## src/dpet_map.svh

```systemverilog
// register offsets, field positions, reset values and timing constants of the edge-timing block
`ifndef DPET_MAP_SVH
`define DPET_MAP_SVH
`define DPET_ADDR_O1_RISE_HI 16'hFE0C
`define DPET_ADDR_O1_RISE_SET 16'hFE0D
`define DPET_ADDR_O1_FALL_HI 16'hFE0E
`define DPET_ADDR_O1_FALL_SET 16'hFE0F
`define DPET_ADDR_O2_RISE_HI 16'hFE10
`define DPET_ADDR_O2_RISE_SET 16'hFE11
`define DPET_ADDR_O2_FALL_HI 16'hFE12
`define DPET_ADDR_O2_FALL_SET 16'hFE13
`define DPET_ADDR_CFG 16'hFE14
`define DPET_SET_LSB_HI 3
`define DPET_SET_LSB_LO 2
`define DPET_SET_MOD_EN 1
`define DPET_SET_DIR 0
`define DPET_SET_WMASK 8'h0F
`define DPET_CFG_BRIDGE 4
`define DPET_CFG_FINE 3
`define DPET_CFG_DIS1 2
`define DPET_CFG_DIS2 1
`define DPET_CFG_GO 0
`define DPET_CFG_WMASK 8'h1F
`define DPET_CFG_RST 8'h06
`define DPET_REG_RST 8'h00
`define DPET_RD_NONE 8'h00
`define DPET_CLK_NS 5
`define DPET_FINE_STEP_NS 5
`define DPET_COARSE_STEP_NS 40
`define DPET_COARSE_CYC (`DPET_COARSE_STEP_NS / `DPET_CLK_NS)
`define DPET_TIME_MAX 12'h3FF
`endif

```

## src/dpet_pkg.sv

```systemverilog
// shared types of the edge-timing block
package dpet_pkg;
    typedef logic [9:0] dpet_time_t;
    typedef logic [7:0] dpet_byte_t;
    typedef enum logic [1:0] {
        DPET_MODE_INTERLEAVED = 2'h1,
        DPET_MODE_BRIDGELESS = 2'h2
    } dpet_mode_e;
endpackage

```

## src/dpet_channel.sv

```systemverilog
// one switching output: modulated edge placement against the period count
`timescale 1ns/1ps
`include "dpet_map.svh"
module dpet_channel (
    // clock and reset
    input wire logic i_clk_sys,
    input wire logic i_rst,
    // timing
    input wire dpet_pkg::dpet_time_t i_cnt,
    input wire dpet_pkg::dpet_time_t i_rise,
    input wire dpet_pkg::dpet_time_t i_fall,
    input wire logic i_rise_mod_en,
    input wire logic i_rise_dir,
    input wire logic i_fall_mod_en,
    input wire logic i_fall_dir,
    input wire logic [7:0] i_mod,
    input wire logic i_disable,
    // switch drive
    output logic o_out
);
    dpet_pkg::dpet_time_t rise_eff;
    dpet_pkg::dpet_time_t fall_eff;
    logic out_nxt;

    // shift an edge by the loop value, clamped to the 10-bit range
    function automatic dpet_pkg::dpet_time_t place(input dpet_pkg::dpet_time_t base,
        input logic en, input logic dir, input logic [7:0] m);
        logic [11:0] s;
        s = {2'h0, base};
        if (en && dir) begin
            s = s + {4'h0, m}; // later
        end else if (en) begin
            s = s - {4'h0, m}; // earlier
        end
        if (en && !dir && (base < {2'h0, m})) begin
            s = 12'h000;
        end else if (s > `DPET_TIME_MAX) begin
            s = `DPET_TIME_MAX;
        end
        return s[9:0];
    endfunction

    // effective edge times
    always_comb begin
        rise_eff = place(i_rise, i_rise_mod_en, i_rise_dir, i_mod);
        fall_eff = place(i_fall, i_fall_mod_en, i_fall_dir, i_mod);
    end

    // asserted from rise count up to fall count; disable forces low
    always_comb begin
        out_nxt = (i_cnt >= rise_eff) && (i_cnt < fall_eff);
        if (i_disable) begin
            out_nxt = 1'b0;
        end
    end

    always_ff @(posedge i_clk_sys) begin
        if (i_rst) begin
            o_out <= 1'b0;
        end else begin
            o_out <= out_nxt;
        end
    end

    unmod_edge_a: assert property (@(posedge i_clk_sys) disable iff (i_rst)
        !i_rise_mod_en |-> rise_eff == i_rise)
        else $error("unmodulated rise edge moved");
    dir_late_a: assert property (@(posedge i_clk_sys) disable iff (i_rst)
        (i_fall_mod_en && i_fall_dir && ({2'h0, i_fall} + {4'h0, i_mod} <= `DPET_TIME_MAX))
        |-> fall_eff == i_fall + {2'h0, i_mod})
        else $error("positive direction did not delay fall edge");
    dir_early_a: assert property (@(posedge i_clk_sys) disable iff (i_rst)
        (i_rise_mod_en && !i_rise_dir && (i_rise >= {2'h0, i_mod}))
        |-> rise_eff == i_rise - {2'h0, i_mod})
        else $error("negative direction did not advance rise edge");
    edge_level_a: assert property (@(posedge i_clk_sys) disable iff (i_rst)
        (!i_disable && i_cnt == rise_eff && rise_eff < fall_eff) |=> o_out)
        else $error("output not asserted at rise count");
endmodule // dpet_channel

```

## src/dpet_top.sv

```systemverilog
// edge-timing registers, commit logic and period timebase for two switching outputs
`timescale 1ns/1ps
`include "dpet_map.svh"
module dpet_top (
    // clock and reset
    input wire logic i_clk_sys,
    input wire logic i_rst,
    // register access
    input wire logic [15:0] i_reg_addr,
    input wire logic i_reg_wr_en,
    input wire logic [7:0] i_reg_wdata,
    input wire logic i_reg_rd_en,
    output logic [7:0] o_reg_rdata,
    output logic o_reg_rvalid,
    // control loop and period
    input wire logic [7:0] i_mod_value,
    input wire dpet_pkg::dpet_time_t i_period_steps,
    // switch drives and mode indication
    output logic o_first_switch_output,
    output logic o_second_switch_output,
    output dpet_pkg::dpet_mode_e o_mode
);
    // programmed registers: index 0 o1 rise, 1 o1 fall, 2 o2 rise, 3 o2 fall
    logic [7:0] hi_r [4];
    logic [7:0] hi_nxt [4];
    logic [3:0] set_r [4];
    logic [3:0] set_nxt [4];
    logic [4:0] cfg_r;
    logic [4:0] cfg_nxt;
    logic [7:0] rdata_r;
    logic [7:0] rdata_nxt;
    logic rvalid_r;
    logic rvalid_nxt;
    // committed copies that actually drive the outputs
    dpet_pkg::dpet_time_t act_time_r [4];
    dpet_pkg::dpet_time_t act_time_nxt [4];
    logic [1:0] act_mod_r [4];
    logic [1:0] act_mod_nxt [4];
    logic act_fine_r;
    logic act_fine_nxt;
    logic act_bridge_r;
    logic act_bridge_nxt;
    logic go_prev_r;
    logic commit;
    // timebase
    logic [2:0] div_r;
    logic [2:0] div_nxt;
    logic step;
    dpet_pkg::dpet_time_t cnt_r;
    dpet_pkg::dpet_time_t cnt_nxt;
    dpet_pkg::dpet_time_t cnt2;
    logic [10:0] cnt2_sum;

    // register writes; only writable bits are stored
    always_comb begin
        for (int i = 0; i < 4; i++) begin
            hi_nxt[i] = hi_r[i];
            set_nxt[i] = set_r[i];
        end
        cfg_nxt = cfg_r;
        if (i_reg_wr_en) begin
            if (i_reg_addr == `DPET_ADDR_O1_RISE_HI) begin
                hi_nxt[0] = i_reg_wdata;
            end else if (i_reg_addr == `DPET_ADDR_O1_RISE_SET) begin
                set_nxt[0] = 4'(i_reg_wdata & `DPET_SET_WMASK);
            end else if (i_reg_addr == `DPET_ADDR_O1_FALL_HI) begin
                hi_nxt[1] = i_reg_wdata;
            end else if (i_reg_addr == `DPET_ADDR_O1_FALL_SET) begin
                set_nxt[1] = 4'(i_reg_wdata & `DPET_SET_WMASK);
            end else if (i_reg_addr == `DPET_ADDR_O2_RISE_HI) begin
                hi_nxt[2] = i_reg_wdata;
            end else if (i_reg_addr == `DPET_ADDR_O2_RISE_SET) begin
                set_nxt[2] = 4'(i_reg_wdata & `DPET_SET_WMASK);
            end else if (i_reg_addr == `DPET_ADDR_O2_FALL_HI) begin
                hi_nxt[3] = i_reg_wdata;
            end else if (i_reg_addr == `DPET_ADDR_O2_FALL_SET) begin
                set_nxt[3] = 4'(i_reg_wdata & `DPET_SET_WMASK);
            end else if (i_reg_addr == `DPET_ADDR_CFG) begin
                cfg_nxt = 5'(i_reg_wdata & `DPET_CFG_WMASK);
            end
        end
    end

    // registered read; reserved bits and unmapped offsets give zero
    always_comb begin
        rvalid_nxt = i_reg_rd_en;
        rdata_nxt = rdata_r;
        if (i_reg_rd_en) begin
            if (i_reg_addr == `DPET_ADDR_O1_RISE_HI) begin
                rdata_nxt = hi_r[0];
            end else if (i_reg_addr == `DPET_ADDR_O1_RISE_SET) begin
                rdata_nxt = {4'h0, set_r[0]};
            end else if (i_reg_addr == `DPET_ADDR_O1_FALL_HI) begin
                rdata_nxt = hi_r[1];
            end else if (i_reg_addr == `DPET_ADDR_O1_FALL_SET) begin
                rdata_nxt = {4'h0, set_r[1]};
            end else if (i_reg_addr == `DPET_ADDR_O2_RISE_HI) begin
                rdata_nxt = hi_r[2];
            end else if (i_reg_addr == `DPET_ADDR_O2_RISE_SET) begin
                rdata_nxt = {4'h0, set_r[2]};
            end else if (i_reg_addr == `DPET_ADDR_O2_FALL_HI) begin
                rdata_nxt = hi_r[3];
            end else if (i_reg_addr == `DPET_ADDR_O2_FALL_SET) begin
                rdata_nxt = {4'h0, set_r[3]};
            end else if (i_reg_addr == `DPET_ADDR_CFG) begin
                rdata_nxt = {3'h0, cfg_r};
            end else begin
                rdata_nxt = `DPET_RD_NONE;
            end
        end
    end

    // commit on low-to-high of the go bit; software writes edges first
    assign commit = cfg_r[`DPET_CFG_GO] && !go_prev_r;

    // committed copies: untouched between commits so a half-written edge never shows
    always_comb begin
        for (int i = 0; i < 4; i++) begin
            act_time_nxt[i] = act_time_r[i];
            act_mod_nxt[i] = act_mod_r[i];
            if (commit) begin
                act_time_nxt[i] = {hi_r[i], set_r[i][`DPET_SET_LSB_HI:`DPET_SET_LSB_LO]};
                act_mod_nxt[i] = {set_r[i][`DPET_SET_MOD_EN], set_r[i][`DPET_SET_DIR]};
            end
        end
        act_fine_nxt = commit ? cfg_r[`DPET_CFG_FINE] : act_fine_r;
        act_bridge_nxt = commit ? cfg_r[`DPET_CFG_BRIDGE] : act_bridge_r;
    end

    // step enable: every cycle at 5 ns, every eighth at 40 ns
    assign step = act_fine_r || (div_r == 3'(`DPET_COARSE_CYC - 1));
    always_comb begin
        div_nxt = step ? 3'h0 : div_r + 3'h1;
        cnt_nxt = cnt_r;
        if (step) begin
            cnt_nxt = (cnt_r + 10'h001 >= i_period_steps) ? 10'h000 : cnt_r + 10'h001;
        end
    end

    // interleaved: second output runs half a period behind; bridgeless shares the count
    assign cnt2_sum = {1'b0, cnt_r} + {2'h0, i_period_steps[9:1]};
    always_comb begin
        cnt2 = cnt_r;
        if (!act_bridge_r) begin
            cnt2 = (cnt2_sum >= {1'b0, i_period_steps}) ?
                10'(cnt2_sum - {1'b0, i_period_steps}) : cnt2_sum[9:0];
        end
    end
    assign o_mode = act_bridge_r ? dpet_pkg::DPET_MODE_BRIDGELESS :
        dpet_pkg::DPET_MODE_INTERLEAVED;

    // state registers
    always_ff @(posedge i_clk_sys) begin
        if (i_rst) begin
            for (int i = 0; i < 4; i++) begin
                hi_r[i] <= `DPET_REG_RST;
                set_r[i] <= 4'h0;
                act_time_r[i] <= 10'h000;
                act_mod_r[i] <= 2'h0;
            end
            cfg_r <= 5'(`DPET_CFG_RST);
            rdata_r <= `DPET_RD_NONE;
            rvalid_r <= 1'b0;
            act_fine_r <= 1'b0;
            act_bridge_r <= 1'b0;
            go_prev_r <= 1'b0;
            div_r <= 3'h0;
            cnt_r <= 10'h000;
        end else begin
            for (int i = 0; i < 4; i++) begin
                hi_r[i] <= hi_nxt[i];
                set_r[i] <= set_nxt[i];
                act_time_r[i] <= act_time_nxt[i];
                act_mod_r[i] <= act_mod_nxt[i];
            end
            cfg_r <= cfg_nxt;
            rdata_r <= rdata_nxt;
            rvalid_r <= rvalid_nxt;
            act_fine_r <= act_fine_nxt;
            act_bridge_r <= act_bridge_nxt;
            go_prev_r <= cfg_r[`DPET_CFG_GO];
            div_r <= div_nxt;
            cnt_r <= cnt_nxt;
        end
    end
    assign o_reg_rdata = rdata_r;
    assign o_reg_rvalid = rvalid_r;

    // disable bits act at once, without waiting for a commit
    dpet_channel u_out1 (
        .i_clk_sys(i_clk_sys),
        .i_rst(i_rst),
        .i_cnt(cnt_r),
        .i_rise(act_time_r[0]),
        .i_fall(act_time_r[1]),
        .i_rise_mod_en(act_mod_r[0][1]),
        .i_rise_dir(act_mod_r[0][0]),
        .i_fall_mod_en(act_mod_r[1][1]),
        .i_fall_dir(act_mod_r[1][0]),
        .i_mod(i_mod_value),
        .i_disable(cfg_r[`DPET_CFG_DIS1]),
        .o_out(o_first_switch_output)
    );
    dpet_channel u_out2 (
        .i_clk_sys(i_clk_sys),
        .i_rst(i_rst),
        .i_cnt(cnt2),
        .i_rise(act_time_r[2]),
        .i_fall(act_time_r[3]),
        .i_rise_mod_en(act_mod_r[2][1]),
        .i_rise_dir(act_mod_r[2][0]),
        .i_fall_mod_en(act_mod_r[3][1]),
        .i_fall_dir(act_mod_r[3][0]),
        .i_mod(i_mod_value),
        .i_disable(cfg_r[`DPET_CFG_DIS2]),
        .o_out(o_second_switch_output)
    );

    o1_rise_commit_a: assert property (@(posedge i_clk_sys) disable iff (i_rst)
        $rose(cfg_r[`DPET_CFG_GO]) |=> act_time_r[0] == {$past(hi_r[0]), $past(set_r[0][3:2])})
        else $error("output one rise time not composed on commit");
    o1_fall_commit_a: assert property (@(posedge i_clk_sys) disable iff (i_rst)
        $rose(cfg_r[`DPET_CFG_GO]) |=> act_time_r[1] == {$past(hi_r[1]), $past(set_r[1][3:2])})
        else $error("output one fall time not composed on commit");
    o2_edges_commit_a: assert property (@(posedge i_clk_sys) disable iff (i_rst)
        $rose(cfg_r[`DPET_CFG_GO]) |=> (act_time_r[2] == {$past(hi_r[2]), $past(set_r[2][3:2])})
        && (act_time_r[3] == {$past(hi_r[3]), $past(set_r[3][3:2])}))
        else $error("output two edge times not composed on commit");
    hold_no_commit_a: assert property (@(posedge i_clk_sys) disable iff (i_rst)
        !(cfg_r[`DPET_CFG_GO] && !go_prev_r) |=> $stable(act_time_r[0]) && $stable(act_mod_r[3]))
        else $error("active settings changed without commit");
    coarse_step_a: assert property (@(posedge i_clk_sys) disable iff (i_rst)
        (!act_fine_r && step) |=> (act_fine_r || !step) [*7])
        else $error("coarse step faster than eight cycles");
    fine_step_a: assert property (@(posedge i_clk_sys) disable iff (i_rst)
        (act_fine_r && i_period_steps > 10'h001) |=> cnt_r != $past(cnt_r))
        else $error("fine resolution missed a step");
    out1_off_a: assert property (@(posedge i_clk_sys) disable iff (i_rst)
        cfg_r[`DPET_CFG_DIS1] |=> !o_first_switch_output)
        else $error("output one switched while disabled");
    out2_off_a: assert property (@(posedge i_clk_sys) disable iff (i_rst)
        cfg_r[`DPET_CFG_DIS2] |=> !o_second_switch_output)
        else $error("output two switched while disabled");
    rsvd_read_a: assert property (@(posedge i_clk_sys) disable iff (i_rst)
        (i_reg_rd_en && i_reg_addr == `DPET_ADDR_CFG) |=> o_reg_rdata[7:5] == 3'h0)
        else $error("reserved configuration bits read nonzero");
    bridge_count_a: assert property (@(posedge i_clk_sys) disable iff (i_rst)
        act_bridge_r |-> cnt2 == cnt_r)
        else $error("bridgeless mode shifted second timebase");
endmodule // dpet_top

```

## config.mk

```make
export PLATFORM = sky130hd
export DESIGN_NAME = dpet_top
export DESIGN_NICKNAME = d
export VERILOG_FILES = /design/src/dpet_pkg.sv /design/src/dpet_channel.sv /design/src/dpet_top.sv
export VERILOG_INCLUDE_DIRS = /design/src
export SDC_FILE = /design/constraint.sdc
export NUM_CORES = 1
export LEC_CHECK = 0
export BUFFER_PORTS_ARGS = -buffer_cell sky130_fd_sc_hd__buf_2
export CAP_MARGIN = 5
export CORE_MARGIN = 3
export CORE_UTILIZATION = 40
export DETAILED_ROUTE_END_ITERATION = 16
export PLACE_DENSITY = 0.59
export SYNTH_ARGS = -nofsm -noshare
export SYNTH_HDL_FRONTEND = slang
export SYNTH_SLANG_ARGS = --single-unit
```

## constraint.sdc

```tcl
create_clock -name i_clk_sys -period 9.4 [get_ports i_clk_sys]
set_input_delay 0.94 -clock i_clk_sys [delete_from_list [all_inputs] [get_ports i_clk_sys]]
set_output_delay 0.94 -clock i_clk_sys [all_outputs]
set_load 0.01 [all_outputs]
```

==> run_results.csv, run 1 <==
group,metric,value,unit
placed_design,routabilityCongestion,0.916,
finish,final_util,0.448,
setup_path,r2r_cells,25,
sta,finClkSkew,13.0,ps
setup_path,critPathCaptureType,"flip-flop",
yosys,synthMuxAreaShare,0.0405,
route,vias,9818,
finish,diodes,0,
clock_network,ctsHoldBuffers,0,
finish,drive_gt1_frac,0.0870,
sta,tightest_slew,1090,ps
clock_network,cts_buffers,17,
route,ant_nets,0,
global_routing,track_usage,0.216,
die,start_util,0.407,
setup_path,reg2reg_slack,3590,ps
sta,layout_min_cycle_time,5850,ps
yosys,synth-seq-cells,128,
global_routing,grt_pass1_vias,9267,
min_path,whs_path_depth,1,
finish,syn_to_final_growth,9.86,%
sta,holdWs,431,ps
sta,setup_viol,0,
clock_network,h-tree-depth,4,
route,dr.first_iter.drc_count,891,
yosys,syn_nets,1595,
sta,max_freq,171,MHz
clock_network,post-cts-setup-buffers,0,
run_status,status,"finished clean",
job,cap_violations,0,
sta,min_period_over_period,0.623,
min_path,min_to,"div_r[0]",
setup_path,r2r-end,"u_out2.o_out",
route,finalWirelength,31.0,mm
clock_network,clk_pin_slew,70,ps
yosys,synth_edf_count,0,
yosys,synthSimpleGateAreaFrac,0.219,
die,die_h,169,um
yosys,yosys.cell_types.count,69,
placed_design,hpwl,23.5,mm
setup_path,cp.required,9720,ps
die,dieWidth,169,um
clock_network,root_buffer,"clkbuf_16",
die,num_io_pins,59,
yosys,synth-compound-area-share,0.240,
setup_path,critPathLaunchType,"input pin",
yosys,synth_top_family_by_area,"compound AO/OA/AOI/OAI gates",
finish,finalNetCount,1601,
setup_path,crit_type,"input pin to flip-flop",
sta,slew_headroom,0.266,
placed_design,dp.cells,1729,
pwr,p_per_area,118,mW/mm2
yosys,synth-xor-area-share,0.0362,
yosys,yosysWarnings,0,
clock_network,tritoncts,"yes",
global_routing,overflow,0,
route,viasPerCell,5.58,
setup_path,critPathMaxFanout,15,
min_path,hold_class,"flip-flop to flip-flop",
clock_network,clockBufferDepth,2,
yosys,ys_seq_area_frac,0.241,
clock_network,clock_sinks,128,
pwr,power.total,1380,uW
setup_path,reg2reg_from,"cnt_r[1]",
route,firstDrtPassIters,5,
global_routing,antenna_found_initial,0,
pwr,ir_drop,0.0997,mV
finish,stdcell_count,1761,
yosys,synth_area,0.0106,mm2
min_path,hp-start,"div_r[0]",
die,coreArea,0.0261,mm2
route,post-route-drc-count,0,
clock_network,worstSkewPairLatency,430,ps
yosys,syn-instance-count,1407,
yosys,synth_flop_cell,"dfxtp_1",
setup_path,arrival,6180,ps
yosys,avgSynthCellArea,7.57,um2
sta,slew_violations,0,
die,std_cell_rows,59,
die,die-area,0.0286,mm2
placed_design,portBuffers,58,
global_routing,grt_pass1_wl,49.6,mm
yosys,synth_fa_ha_area_frac,0.174,
sta,final_hold_viol_count,0,
yosys,async_flop_share,0,
clock_network,post_cts_resized,0,
pwr,leakagePower,0.00486,uW
sta,tns,0,ps
sta,rsz0062_at_grt,"no",
global_routing,grt_max_degree,77,
route,route.detailed.wl_per_inst,17.6,um
-- power breakdown --
group	switching, uW	internal, uW
combinational	103	67.2
sequential	1.45	545
clock	283	379
-- layout make-up --
| type | count | area (um2) |
|---|---|---|
| Multi-Input combinational cell | 1141 | 7570 |
| Tap cell | 335 | 419 |
| Clock inverter | 14 | 143 |
| Sequential cell | 128 | 2560 |
| Fill cell | 2667 | 14400 |
| Inverter | 62 | 233 |
| Timing Repair Buffer | 63 | 330 |
| Clock buffer | 18 | 439 |
-- Yosys cell counts (4+ instances only) --
library cell    n  area [um2]
a21o_1         43         323
a21oi_1       165         826
o22ai_1         5        31.3
o211ai_1       11        82.6
a311oi_1        6        52.6
a31oi_1         7        43.8
o2111ai_1       7        61.3
o21a_1         15         113
mux2_2          9         101
nand2b_1       26         163
nand2_1       231         867
o221ai_1        6        52.6
nand3_1        46         230
a221oi_1        9        78.8
nor3b_1         4        30.0
and3_1          8        50.1
a211o_1         5        43.8
ha_1          132        1650
or2_2           7        43.8
xnor2_1        28         245
o21bai_1       15         113
dfxtp_1       128        2560
nor3_1         32         160
inv_1          62         233
nand3b_1       10        75.1
nand4_1         8        50.1
mux2i_1        33         330
nor2_1         84         315
nor2b_1        24         150
a211oi_1        7        52.6
o21ai_0        71         355
or3_1           4        25.0
nor4_1          6        37.5
and2_1          5        31.3
fa_1           10         200
clkbuf_1       72         270
xor2_1         16         140
-- stage by stage --
stage | worst slack (ps) | instance area (um2)
finish | 3550 | 11700
global route | 3180 | 11700
CTS | 3600 | 11700
detailed placement | 3170 | 11100
global placement | 3290 | 11100
floorplan | 3710 | 10600
-- kinds of logic (layout without fill, tap and decap cells) --
group,count (synthesis),after routing
compound gates,406,406
simple gates,507,507
fa+ha+maj,142,142
buf+inv,138,157
flops,128,128
mux,42,42
xor+xnor,44,44
-- registers in the layout, indices dropped and copies added (netlist names) --
| signal | flops |
|---|---|
| o_reg_rvalid | 1 |
| go_prev_r | 1 |
| o_reg_rdata | 8 |
| act_time_r | 40 |
| set_r | 16 |
| u_out2.o_out | 1 |
| u_out1.o_out | 1 |
| act_fine_r | 1 |
| hi_r | 32 |
| act_mod_r | 8 |
| cnt_r | 10 |
| cfg_r | 5 |
| act_bridge_r | 1 |
| div_r | 3 |
-- cells in the final DEF (no fill, tap or decap), types with 8 or more instances in the layout --
master and n:
a21o_1 43, a21oi_1 165, a221oi_1 9, and3_1 8
buf_2 57, clkbuf_16 17, dfxtp_1 128, fa_1 10
ha_1 132, inv_1 62, mux2_2 9, mux2i_1 33
nand2_1 231, nand2b_1 25, nand3_1 46, nand3b_1 10
nand4_1 8, nor2_1 84, nor2b_1 23, nor3_1 32
o211ai_1 11, o21a_1 15, o21ai_0 71, o21bai_1 15
xnor2_1 28, xor2_1 16
-- per-layer routing --
layer  wire length (um)  track usage  vias up
li1                   -            -     5005
met1              15100        0.302     4518
met2              14000        0.351      252
met3               1260       0.0254       43
met4                621       0.0661        0
met5                  0            0        -
-- worst max-delay path, stage by stage --
cell      delay (ps)
buf_2            130
ha_1             220
fa_1             420
a211oi_2         230
nor3b_1          110
or4_4            450
a21oi_1          180
xnor2_1          170
ha_1             300
o21a_1           120
o21a_1           160
o22ai_1          350
nand2_1          400
nand2_1          150
o21ai_0           80
o21ai_0          280
ha_1             290
a21o_1           150
a21o_1           160
a21o_1           180
or3_1            310
a31oi_1          180
a311oi_1          70
o21a_1           120
-- worst max-delay path by stage --
| stage | startpoint | endpoint | slack [ps] | cells past startpoint |
|---|---|---|---|---|
| CTS | i_period_steps[1] | u_out2.o_out | 3600 | 24 |
| detailed placement | i_period_steps[1] | u_out2.o_out | 3170 | 24 |
| finish | i_period_steps[1] | u_out2.o_out | 3550 | 24 |
| global route | cnt_r[1] | u_out2.o_out | 3180 | 25 |
| floorplan | i_period_steps[1] | u_out2.o_out | 3710 | 24 |
| global placement | i_period_steps[1] | u_out2.o_out | 3290 | 24 |
Note: power is estimated with default switching activity, not from simulation.
==> run 2, diff against run 1 <==
--- a/config.mk
+++ b/config.mk
@@ -11,7 +11,7 @@
 export CORE_MARGIN = 3
 export CORE_UTILIZATION = 40
 export DETAILED_ROUTE_END_ITERATION = 16
-export PLACE_DENSITY = 0.59
+export PLACE_DENSITY = 0.61
 export SYNTH_ARGS = -nofsm -noshare
 export SYNTH_HDL_FRONTEND = slang
 export SYNTH_SLANG_ARGS = --single-unit
==> constraint.sdc (replaced) <==
create_clock -name i_clk_sys -period 5.1 [get_ports i_clk_sys]
set_input_delay 0.51 -clock i_clk_sys [delete_from_list [all_inputs] [get_ports i_clk_sys]]
set_output_delay 0.51 -clock i_clk_sys [all_outputs]
set_load 0.01 [all_outputs]
==> run 2 against run 1 <==
Compared with the run above: clock skew up 0.69 ps; global-route usage is 0.076 points higher; count of clock-buffer cells in the layout unchanged; critical path depth shrank 1; register-to-register slack got worse by 3400 ps; clock power rose by 92%; total power grew 90%; worst hold slack got worse by 49 ps; critical endpoint unchanged; largest power group unchanged.
==> run_results.csv, run 2 (synthesis gave the netlist of run 1 again) <==
group,metric,value,unit
route,ant_nets,0,
finish,syn_to_final_growth,13.9,%
clock_network,ctsHoldBuffers,0,
setup_path,cp.required,5420,ps
finish,finalNetCount,1643,
die,std_cell_rows,59,
pwr,p_per_area,216,mW/mm2
setup_path,crit_type,"flip-flop to flip-flop",
global_routing,track_usage,0.217,
sta,holdWs,382,ps
finish,drive_gt1_frac,0.122,
setup_path,path_cells,"ha_2 > fa_2 > a211oi_2 > nor3b_2 > or4_4 > a21oi_4 > xnor2_2 > ha_1 > o21a_1 > o21a_1 > o22ai_4 > a21oi_2 > a311o_1 > nand2_1 > ha_1 > nand2b_1 > a21o_1 > a21o_1 > a21o_1 > or3_1 > a31oi_1 > a311oi_1 > o21a_1",
global_routing,grt_pass1_vias,9591,
finish,reg.largest.list,"act_time_r: 40 flops, hi_r: 32 flops, set_r: 16 flops",
sta,final_hold_viol_count,0,
die,start_util,0.407,
sta,finClkSkew,13.7,ps
route,viasPerCell,5.58,
setup_path,timing.critical_path.from,"cnt_r[0]",
setup_path,critPathCaptureType,"flip-flop",
route,finalWirelength,31.5,mm
placed_design,routabilityCongestion,0.892,
setup_path,critical_path.top_delay_family,"compound AO/OA/AOI/OAI gates",
setup_path,crit_cells,23,
setup_path,arrival,5210,ps
sta,max_freq,204,MHz
sta,layout_min_cycle_time,4890,ps
pwr,ir_drop,0.166,mV
sta,rsz0062_at_grt,"no",
sta,worst_slack,209,ps
clock_network,worstSkewPairLatency,420,ps
job,cap_violations,0,
finish,largest_reg_flops,40,
setup_path,crit_path_end,"u_out2.o_out",
route,vias,10100,
setup_path,reg2reg_slack,210,ps
clock_network,tritoncts,"yes",
setup_path,critPathLaunchType,"flip-flop",
route,route.detailed.wl_per_inst,17.5,um
sta,min_period_over_period,0.959,
global_routing,top_usage_layer,"met2",
setup_path,critical-path-max-stage-delay,450,ps
finish,n_fill_cell,2652,
sta,tightest_slew,1270,ps
clock_network,clockBufferDepth,2,
global_routing,grt_pass1_wl,50.0,mm
global_routing,grt_max_degree,62,
die,die_h,169,um
global_routing,antenna_found_initial,0,
placed_design,placed_cell_area,0.0114,mm2
placed_design,dp_slack,-174,ps
finish,layout_commonest_cell,"nand2_1",
sta,tns,0,ps
clock_network,clk_pin_slew,70,ps
placed_design,portBuffers,58,
setup_path,reg2reg_from,"cnt_r[0]",
global_routing,use_met1,0.293,
route,dr.first_iter.drc_count,704,
clock_network,root_buffer,"clkbuf_16",
clock_network,cts_buffers,17,
finish,layout_common_cells,"nand2_1, a21oi_1, ha_1",
global_routing,met2_usage,0.365,
sta,slew_headroom,0.144,
min_path,hold_class,"input pin to flip-flop",
die,num_io_pins,59,
clock_network,clock_sinks,128,
placed_design,hpwl,24.1,mm
route,firstDrtPassIters,5,
global_routing,overflow,0,
setup_path,cpMaxStageDelayCell,"or4_4",
setup_path,path_buf_inv,0,
sta,setup_viol,0,
die,die-area,0.0286,mm2
pwr,leakagePower,0.00511,uW
setup_path,critPathMaxFanout,3,
finish,diodes,0,
die,coreArea,0.0261,mm2
global_routing,grt.met3_usage,0.0275,
finish,top_register,"act_time_r",
die,dieWidth,169,um
run_status,status,"finished clean",
route,post-route-drc-count,0,
pwr,power.total,2620,uW
setup_path,r2r_cells,23,
setup_path,r2r-end,"u_out2.o_out",
sta,slew_violations,0,
finish,final_cell_area,0.0121,mm2
clock_network,h-tree-depth,4,
-- run 2: cell count changes in the layout (fill, tap and decap cells not counted), sizes merged --
cell | before | now
bufinv | 1 | 3
inv | 70 | 66
buf | 63 | 105
clkinvlp | 3 | 2
clkinv | 2 | 5
-- run 2: area by class of cell --
type                       count  area [um2]  share of cell area
timing repair buffer         105         653              0.0538
multi-input combinational   1141        7650               0.631
inverter                      62         233              0.0192
clock buffer                  18         429              0.0354
clock inverter                14         180              0.0149
tap                          335         419              0.0346
sequential                   128        2560               0.211
-- run 2: where the power goes --
| part | total, uW | internal (uW) | switching, uW |
|---|---|---|---|
| Sequential | 1010 | 1010 | 2.30 |
| Combinational | 345 | 147 | 198 |
| Clock | 1270 | 777 | 495 |
-- run 2: worst reg2reg max path: cells and delay by family, from the launching register on --
family                     cells  cell delay [ps]
xor gates and xnor gates       1               80
DFF                            1              320
AOI/OAI and AO/OA             13             2210
and+or+nand+nor                5             1060
adders and majority gates      4             1110
-- run 2: per-layer routing --
layer / vias to the layer above / routed length, um
li1: 5097 / -
met3: 47 / 1270
met2: 259 / 14600
met5: - / 0
met4: 0 / 754
met1: 4658 / 14900
-- run 2: worst min path at each step --
stage	start	cells past startpoint	endpoint	slack, ps
final	i_reg_wdata[6]	3	hi_r[2][6]	380
after global routing	i_reg_wdata[6]	3	hi_r[3][6]	390
after CTS	i_reg_wdata[7]	3	hi_r[3][7]	380
after detailed placement	div_r[0]	1	div_r[0]	440
after global placement	div_r[0]	1	div_r[0]	430
after floorplan	div_r[0]	1	div_r[0]	410
-- run 2: stage by stage --
step / util / cells
floorplan: - / 1407
global placement: 0.437 / 1769
detailed placement: 0.437 / 1769
CTS: 0.460 / 1801
global route: 0.464 / 1803
finish: 0.464 / 1803
-- run 2: timing repair --
action	CTS	global route
endpoints found under the setup margin	0	1
buffers inserted	0	2
resized for setup	0	21
endpoints found under the hold margin	0	0
